File: config.mk
export PLATFORM = sky130hd
export DESIGN_NAME = scc_ctrl3
export DESIGN_NICKNAME = d
export VERILOG_FILES = /design/src/include/scc_pkg.sv /design/src/rtl/scc_buf2.sv /design/src/rtl/scc_ctrl3.sv
export SDC_FILE = /design/constraint.sdc
export NUM_CORES = 1
export LEC_CHECK = 0
export ABC_AREA = 1
export BUFFER_PORTS_ARGS = -buffer_cell sky130_fd_sc_hd__clkbuf_2
export CAP_MARGIN = 20
export CORE_MARGIN = 2
export CORE_UTILIZATION = 41
export DETAILED_ROUTE_END_ITERATION = 8
export PLACE_DENSITY = 0.68
export SLEW_MARGIN = 30
export SYNTH_ARGS = -nofsm -noshare
export SYNTH_HDL_FRONTEND = slang
export SYNTH_SLANG_ARGS = --single-unit
File: constraint.sdc
create_clock -name pclk -period 1.5 [get_ports pclk]
set_clock_uncertainty 0.05 [all_clocks]
set_input_delay 0.3 -clock pclk [delete_from_list [all_inputs] [get_ports pclk]]
set_output_delay 0.3 -clock pclk [all_outputs]
set_load 0.02 [all_outputs]
File: src/include/scc_pkg.sv
// constants shared by the serial control register block
package scc_pkg;
  // register indices; byte address is four times the index
  localparam int unsigned CTRL3_IDX = 6;       // third control register
  localparam int unsigned DATA_IDX  = 7;       // transmit/receive data
  localparam int unsigned MODE_IDX  = 8;       // character and wiring mode
  localparam int unsigned CTRL3_ADDR = CTRL3_IDX * 4;
  localparam int unsigned DATA_ADDR  = DATA_IDX * 4;
  localparam int unsigned MODE_ADDR  = MODE_IDX * 4;

  // third control register fields
  localparam int unsigned C3_RX_NINTH  = 7;    // read only
  localparam int unsigned C3_TX_NINTH  = 6;
  localparam int unsigned C3_PIN_DIR   = 5;
  localparam int unsigned C3_TX_INV    = 4;
  localparam int unsigned C3_OVR_IE    = 3;
  localparam int unsigned C3_NOISE_IE  = 2;
  localparam int unsigned C3_FRAME_IE  = 1;
  localparam int unsigned C3_PARITY_IE = 0;
  localparam logic [7:0]  C3_RESET     = 8'h00;
  localparam logic [7:0]  C3_WR_MASK   = 8'h7f;  // bit 7 ignores writes

  // mode register fields
  localparam int unsigned MODE_NINE  = 0;      // 9-bit characters
  localparam int unsigned MODE_LOOP  = 1;      // loop mode select
  localparam int unsigned MODE_RECEIVER_SOURCE_SELECT  = 2;      // receiver source select
  localparam int unsigned MODE_W     = 3;
  localparam logic [2:0]  MODE_RESET = 3'h0;

  // character widths
  localparam int unsigned BYTE_W = 8;
  localparam int unsigned WORD_W = 9;
endpackage

File: src/rtl/scc_buf2.sv
// two-entry transmit word buffer with valid/ready on both sides
`timescale 1ns/1ps
`default_nettype none
module scc_buf2 #(
  parameter int unsigned WIDTH = 9,
  parameter int unsigned DEPTH = 2
) (
  // clock and reset
  input  wire logic             pclk,
  input  wire logic             presetn,
  // filling side
  input  wire logic             in_valid,
  output logic                  in_ready,
  input  wire logic [WIDTH-1:0] in_data,
  // draining side
  output logic                  out_valid,
  input  wire logic             out_ready,
  output logic [WIDTH-1:0]      out_data
);
  typedef struct packed {
    logic [WIDTH-1:0] head;
    logic [WIDTH-1:0] tail;
    logic             head_v;
    logic             tail_v;
  } scc_buf_st_t;

  scc_buf_st_t st_reg;
  scc_buf_st_t st_next;
  logic        push;
  logic        pop;

  // structure only serves two entries
  if (DEPTH != 2 || WIDTH < 1) begin : g_bad
    $error("scc_buf2 supports DEPTH 2 and WIDTH of at least 1");
  end

  // handshakes seen from both sides
  assign in_ready  = !st_reg.tail_v;
  assign out_valid = st_reg.head_v;
  assign out_data  = st_reg.head;
  assign push      = in_valid && !st_reg.tail_v;
  assign pop       = st_reg.head_v && out_ready;

  // head always holds the oldest word
  always_comb begin
    st_next = st_reg;
    if (pop) begin
      st_next.head   = st_reg.tail;
      st_next.head_v = st_reg.tail_v;
      st_next.tail_v = 1'b0;
    end
    if (push) begin
      if (!st_next.head_v) begin
        st_next.head   = in_data;
        st_next.head_v = 1'b1;
      end else begin
        st_next.tail   = in_data;
        st_next.tail_v = 1'b1;
      end
    end
  end

  // state register
  always_ff @(posedge pclk or negedge presetn) begin
    if (!presetn) begin
      st_reg <= '0;
    end else begin
      st_reg <= st_next;
    end
  end
endmodule
`default_nettype wire

File: src/rtl/scc_ctrl3.sv
// third control register of the serial port with apb access
//
// Register access over APB was left to the implementer.
`timescale 1ns/1ps
`default_nettype none
module scc_ctrl3 #(
  parameter int unsigned ADDR_W = 12
) (
  // clock and reset
  input  wire logic              pclk,
  input  wire logic              presetn,
  // apb slave
  input  wire logic              psel,
  input  wire logic              penable,
  input  wire logic              pwrite,
  input  wire logic [ADDR_W-1:0] paddr,
  input  wire logic [31:0]       pwdata,
  output logic                   pready,
  output logic [31:0]            prdata,
  output logic                   pslverr,
  // receiver side
  input  wire logic              rx_word_valid,
  input  wire logic [8:0]        rx_word,
  output logic                   rx_data_read,
  // error flags from the receiver
  input  wire logic              overrun_flag,
  input  wire logic              noise_flag,
  input  wire logic              framing_error_flag,
  input  wire logic              parity_error_flag,
  output logic                   err_irq,
  // words to the transmitter
  output logic                   tx_word_valid,
  input  wire logic              tx_word_ready,
  output logic [8:0]             tx_word_data,
  // transmit pin
  input  wire logic              tx_line,
  output logic                   txd_out,
  output logic                   txd_oe_n,
  input  wire logic              txd_in,
  output logic                   single_wire_rx
);
  typedef struct packed {
    logic [7:0]  ctrl3;
    logic [2:0]  mode;
    logic [7:0]  rx_data;
    logic        pready;
    logic [31:0] prdata;
    logic        pslverr;
    logic        rx_read;
    logic        txd;
    logic        txd_oe_n;
    logic        pin_s1;
    logic        pin_s2;
    logic        irq;
  } scc_ctrl3_st_t;

  scc_ctrl3_st_t st_reg;
  scc_ctrl3_st_t st_next;

  logic       sel_ctrl3;
  logic       sel_data;
  logic       sel_mode;
  logic       done;
  logic       push;
  logic       buf_in_ready;
  logic       nine;
  logic       single_wire;
  logic [8:0] push_word;
  logic [3:0] flags;
  logic [3:0] enables;

  if (ADDR_W < 6) begin : g_bad
    $error("scc_ctrl3 needs ADDR_W of at least 6");
  end

  // address decode and transfer completion
  assign sel_ctrl3 = paddr == ADDR_W'(scc_pkg::CTRL3_ADDR);
  assign sel_data  = paddr == ADDR_W'(scc_pkg::DATA_ADDR);
  assign sel_mode  = paddr == ADDR_W'(scc_pkg::MODE_ADDR);
  assign done      = psel && penable && st_reg.pready;

  // mode and flag views
  assign nine        = st_reg.mode[scc_pkg::MODE_NINE];
  assign single_wire = st_reg.mode[scc_pkg::MODE_LOOP]
                    && st_reg.mode[scc_pkg::MODE_RECEIVER_SOURCE_SELECT];
  assign flags   = {overrun_flag, noise_flag, framing_error_flag,
                    parity_error_flag};
  assign enables = {st_reg.ctrl3[scc_pkg::C3_OVR_IE],
                    st_reg.ctrl3[scc_pkg::C3_NOISE_IE],
                    st_reg.ctrl3[scc_pkg::C3_FRAME_IE],
                    st_reg.ctrl3[scc_pkg::C3_PARITY_IE]};

  // nine-bit word built from the held ninth bit and the byte
  assign push_word = {nine && st_reg.ctrl3[scc_pkg::C3_TX_NINTH],
                      pwdata[scc_pkg::BYTE_W-1:0]};
  assign push      = done && pwrite && sel_data;

  // next-state logic
  always_comb begin
    st_next         = st_reg;
    st_next.rx_read = 1'b0;
    // answer once; a data write waits for buffer room
    if (psel && penable && !st_reg.pready) begin
      if (!(pwrite && sel_data && !buf_in_ready)) begin
        st_next.pready  = 1'b1;
        st_next.pslverr = !(sel_ctrl3 || sel_data || sel_mode);
        st_next.prdata  = 32'h0000_0000;
        if (!pwrite && sel_ctrl3) begin
          st_next.prdata[7:0] = st_reg.ctrl3;
        end
        if (!pwrite && sel_data) begin
          st_next.prdata[7:0] = st_reg.rx_data;
        end
        if (!pwrite && sel_mode) begin
          st_next.prdata[scc_pkg::MODE_W-1:0] = st_reg.mode;
        end
      end
    end else begin
      st_next.pready  = 1'b0;
      st_next.pslverr = 1'b0;
    end
    // write effects at the completing edge
    if (done && pwrite && sel_ctrl3) begin
      st_next.ctrl3 = (st_reg.ctrl3 & ~scc_pkg::C3_WR_MASK)
                    | (pwdata[7:0] & scc_pkg::C3_WR_MASK);
    end
    if (done && pwrite && sel_mode) begin
      st_next.mode = pwdata[scc_pkg::MODE_W-1:0];
    end
    // data read completes the receiver's flag clearing
    if (done && !pwrite && sel_data) begin
      st_next.rx_read = 1'b1;
    end
    // received character replaces byte and ninth bit
    if (rx_word_valid) begin
      st_next.rx_data = rx_word[scc_pkg::BYTE_W-1:0];
      st_next.ctrl3[scc_pkg::C3_RX_NINTH] =
        nine && rx_word[scc_pkg::WORD_W-1];
    end
    // transmit pin polarity and direction
    st_next.txd = tx_line ^ st_reg.ctrl3[scc_pkg::C3_TX_INV];
    st_next.txd_oe_n = single_wire
                     && !st_reg.ctrl3[scc_pkg::C3_PIN_DIR];
    // pin synchroniser
    st_next.pin_s1 = txd_in;
    st_next.pin_s2 = st_reg.pin_s1;
    // gated error request
    st_next.irq = |(flags & enables);
  end

  // state register
  always_ff @(posedge pclk or negedge presetn) begin
    if (!presetn) begin
      st_reg          <= '0;
      st_reg.ctrl3    <= scc_pkg::C3_RESET;
      st_reg.mode     <= scc_pkg::MODE_RESET;
      st_reg.txd_oe_n <= 1'b0;
    end else begin
      st_reg <= st_next;
    end
  end

  // transmit word buffer
  scc_buf2 #(
    .WIDTH (scc_pkg::WORD_W),
    .DEPTH (2)
  ) u_txbuf (
    .pclk      (pclk),
    .presetn   (presetn),
    .in_valid  (push),
    .in_ready  (buf_in_ready),
    .in_data   (push_word),
    .out_valid (tx_word_valid),
    .out_ready (tx_word_ready),
    .out_data  (tx_word_data)
  );

  // outputs from flops
  assign pready         = st_reg.pready;
  assign prdata         = st_reg.prdata;
  assign pslverr        = st_reg.pslverr;
  assign rx_data_read   = st_reg.rx_read;
  assign err_irq        = st_reg.irq;
  assign txd_out        = st_reg.txd;
  assign txd_oe_n       = st_reg.txd_oe_n;
  assign single_wire_rx = st_reg.pin_s2;
endmodule
`default_nettype wire

Word-level counts from Yosys, hierarchy flattened:

Cells that the tools add are included.

* flip-flop bits (word level): 55
* bits of input ports: 66
* output and inout port bits: 49
* logic and storage cells: 71

* eq/ne operators: 4
* muxes and demuxes: 15
* bitwise gates (word level): 4
* reductions and logical operators: 31

Operators by type and width (number)
* 34-bit two-way mux: 1
* 9-bit two-way mux: 3
* 12-bit by 5-bit == test with 1-bit output (second input constant): 2
* 8-bit two-way mux: 3
* 1-bit logical AND: 20
* 20-bit two-way mux: 1
* 12-bit by 6-bit == test with 1-bit output (second input constant): 1
* 8-bit by 7-bit OR with 8-bit output: 1
* 1-bit logical NOT: 5
* 1-bit two-way mux: 5
* 4-bit bitwise AND: 1
* 2-bit AND reduction: 2
* 4-bit OR reduction: 1
* 3-bit two-way mux: 1
* 1-bit logical OR: 2
* 2-bit two-way mux: 1
* 2-bit != test (second input constant): 1
* 2-bit nonzero test: 1
* 1-bit NOT: 1
* 1-bit bitwise XOR: 1

Depth between registers and ports, before layout:

* word-level depth: 7
* gate-level depth with buffers: 10
* mapped depth without buffers: 10

Modules after synthesis:

A second synthesis with hierarchy kept.

* cell total of the unflattened synthesis: 347
* area total of the unflattened synthesis: 3021.6 µm²

By module, submodules not included
* scc_ctrl3: instances 1, cells each 220, area an instance 1970.6 µm², seq. area each 875.8 µm²
* scc_buf2: instances 1, cells each 127, area an instance 1051.0 µm², seq. area each 500.5 µm²

Worst setup path after synthesis:

No wires, ideal clock.

* kind: flip-flop to flip-flop
* from: register u_txbuf.st_reg (netlist bit u_txbuf.out_valid)
* to: register u_txbuf.st_reg (netlist bit u_txbuf.out_data[0])
* setup time: 0.116 ns
* arrival time: 1.203 ns
* data required time: 1.334 ns
* path slack: 0.131 ns
* stages on the path, launching flop included: 9
* path buffers: 1
* clock period less this slack: 1.369 ns
* cells stage by stage: dfrtp_1 buf_2 nand2_1 nand2_1 nand2_1 nand2_1 o21ai_0 nand2_1 nand2_1

RTL lines
* from (decl): line scc_buf2.sv:27 `scc_buf_st_t st_reg;`
* from (signal assigned): line scc_buf2.sv:68 `st_reg <= st_next;`

Final worst setup path:

* from: register u_txbuf.st_reg[0] in the netlist's numbering
* to: register u_txbuf.st_reg[10] in the netlist's numbering

* cells in the longest elaborated chain, start to end: 3
* elaborated cells between the ends (all ways): 4
* classes of those cells: 1 x mux; 3 x reduce/logical

RTL lines
* 1-bit logical NOT: line scc_buf2.sv:41 `assign push = in_valid && !st_reg.tail_v;`
* 1-bit logical AND: line scc_buf2.sv:41
* 2-bit AND reduction (no line) *

Mark *: on every way between the ends. The rest lies on a longest branch, timed or not.
A chain may end at the register's enable or synchronous reset.

==> summary.md <==
| Metric | Value |
|---|---|
| Worst endpoint required time | between 1.5 and 2 ns |
| Vias in the first global route | about 2300 |
| Post-synth top cells | nand2_1 (127), dfrtp_1 (55), buf_4 (42), nand3_1 (22), o21ai_0 (19) |
| Cell variety after synth | 33 |
| Leakage | a little under 2 nW |
| Layout cell share with drive strength beyond 1 | about a third |
| Peak supply drop | 0.571 mV |
| Fin. Hold Viols | 0 |
| Max-capacitance violation count | 0 |
| Synth area leaders | dfrtp_1 (45%), nand2_1 (16%), buf_4 (10%), nand3_1 (3.6%), o21ai_0 (3.1%) |
| Clk_lat worst skew | between 0.3 and 0.4 ns |
| Drt total wl | just over 6000 um |
| Crit path max fanout | 19 |
| Max Slew Vio Count | 0 |
| CP startpoint kind | register |
| Synthesized area | 3060 um2 |
| CTS H-Tree Depth | 2 |
| Status | complete, no violations |
| CTS Buffer Depth | 2 |
| Synth Register Bits | 55 |
| WP data arrival | ~1.5 ns |
| Synth top area share | about 45% |
| Largest net degree at the start of global routing | 56 |
| Core area | around 7300 um2 |
| Hold_sp | txd_in |
| Reg2Reg Setup Slack | about 0.12 ns |
| Clock Root Buffer | clkbuf_8 |
| Total track usage | about 16% |
| PortBufs | 66 |
| CTS clock-pin slew for the worst setup and hold paths | approximately 0.10 ns |
| RSZ-0062 raised after global routing | false |
| Starting Density | a little over two fifths |
| Row count | 31 |
| Top-count cell post-synth | nand2_1 |
| Worst hold stages | 1 |
| Min cycle time layout | 1.38 ns |
| Post-route clock period utilization | 91.7% |
| Total CTS buffers | 5 |
| Via count | approximately 2400 |
| Syn_area_per_cell | between 8 and 9 um2 |
| IO Pins | approximately 120 |
| Syn. warnings | 0 |
| Area grow syn2layout | 16.5% |
| Vias/cell | approximately 4.6 |
| Initial DRT Pass Iterations | 4 |
| Initial antenna violation count | 0 |
| CTS tree | yes |
| Die area | 8180 um2 |
| Sequential area share after synthesis | roughly 45% |
| Worst Hold Class | in2reg |
| Dpl ws | -0.0445 ns |
| DPL Wire Length | 4760 um |
| # setup viols final | 0 |
| Clock sinks | 55 |
| DP Cell Count | 520 |
| Worst Slack Setup Final | about 0.12 ns |
| Worst Hold Path EP | st_next[1] |
| ANT cells | 0 |
| Final nets | 495 |
| Fill cells | about 710 |
| Overflow after GRT | 0 |
| R2r worst-path depth | 6 |
| Cell taking the most area after synthesis | dfrtp_1 |
| Global-route wire length before repair | ~11000 um |
| Async set-or-reset flop fraction in the synthesized netlist | 100% |
| Worst R2R End | u_txbuf.st_reg[10] |
| Setup Crit Path Kind | reg2reg |
| Fmax | a little over 700 MHz |
| Post-DRT Antenna Nets | 0 |
| Pwr/cell area | 830 nW/um2 |
| EDFF count, synth | 0 |
| R2r startpoint | u_txbuf.st_reg[0] |
| Mapped Cells | between 300 and 400 |
| Chip height | ~90 um |
| Critical Path Sink Type | register |
| Die width | between 90 and 100 um |
| Gp weighted congestion | approximately 0.87 |
| Main flop type after synthesis | dfrtp_1 |
| # DRC | 0 |
| Largest register FFs | 14 |
| Final Non-Filler Cells | approximately 530 |
| WL/cell | approximately 12 um |
| DRT iter0 DRCs | 91 |
critical path: stages, from the launching register on:
cell	delay [ns]
dfrtp_1	0.51
inv_2	0.08
a21boi_4	0.20
nand4_4	0.13
buf_12	0.18
nand2_1	0.08
o21ai_2	0.05
layer usage:
metal / global-route usage, % / wire length, um / up-vias
met5: 0 / 0 / -
met4: 3.08 / 74 / 0
li1: - / - / 1221
met1: 20.5 / 2750 / 1093
met2: 27.6 / 2980 / 81
met3: 3.59 / 424 / 12
power breakdown:
| part | leakage, nW | internal (mW) | total [mW] | switching, mW |
|---|---|---|---|---|
| logic | 1.12 | 0.104 | 0.290 | 0.186 |
| clock network | 0.0644 | 0.665 | 1.15 | 0.484 |
| registers | 0.742 | 1.51 | 1.53 | 0.0158 |
worst max path at each step:
| stage | to | slack [ns] | depth (start not counted) | start |
|---|---|---|---|---|
| after global routing | u_txbuf.out_data[7] | 0.03 | 7 | u_txbuf.st_reg[0] |
| final | u_txbuf.st_reg[10] | 0.12 | 6 | u_txbuf.st_reg[0] |
| after detailed placement | prdata[7] | -0.04 | 10 | paddr[9] |
| after floorplan | u_txbuf.out_data[0] | 0.13 | 8 | u_txbuf.out_valid |
| after CTS | u_txbuf.out_data[2] | 0.11 | 7 | u_txbuf.out_valid |
| after global placement | prdata[2] | -0.01 | 10 | paddr[9] |
cell usage in the layout (no fill, tap or decap), types with 2 or more instances in the layout:
cell,netlist,final
nand2_1,127,126
clkbuf_2,0,66
dfrtp_1,55,55
conb_1,1,24
nand3_1,22,22
o21ai_0,19,19
buf_4,42,18
inv_1,16,16
nor2_1,11,11
o21ai_2,9,9
nand4_1,8,8
mux2_2,8,8
nor2_2,7,7
nand2_2,5,6
clkbuf_8,0,5
inv_2,4,4
buf_12,0,4
nor2_4,3,3
o21ai_1,2,2
bufinv_16,0,2
timing repair:
action	in CTS	in global routing
buffers inserted	0	0
gates resized for setup	0	1
setup endpoints to repair	0	7
hold endpoints to repair	55	0
hold buffers	1	0
per-stage QoR:
stage	util [%]	hold slack, ns	power (mW)	cell area (um2)	setup TNS, ns
floorplan	-	-0.0456	1.75	3150	0
global placement	47.2	0.276	1.84	3420	-0.0594
detailed placement	47.2	0.284	1.85	3420	-0.257
CTS	49.2	0.0321	3.01	3570	0
global route	49.2	0.0223	3.09	3570	0
finish	49.2	0.0416	2.96	3570	0
cell families (layout without fill, tap and decap cells):
| group | after synthesis | count (layout) | synth area share [%] |
|---|---|---|---|
| DFF | 55 | 55 | 44.9 |
| and+or+nand+nor | 193 | 193 | 29.5 |
| buffers and inverters | 72 | 117 | 15.4 |
| muxes | 8 | 8 | 2.94 |
| AOI/OAI and AO/OA | 32 | 32 | 6.82 |
| xor gates and xnor gates | 1 | 1 | 0.286 |
| other | 1 | 24 | 0.122 |
area by class of cell:
cell class              instances  area, um2  area share, %
repair buffers                 89        556           15.6
inverters                      20       75.1           2.10
flip-flops and latches         55       1380           38.5
multi-input cells             258       1300           36.5
well taps                      99        124           3.47
clock inverters                 3       67.6           1.89
clock buffers                   5       68.8           1.93
Power figures use the tool's default switching activity.
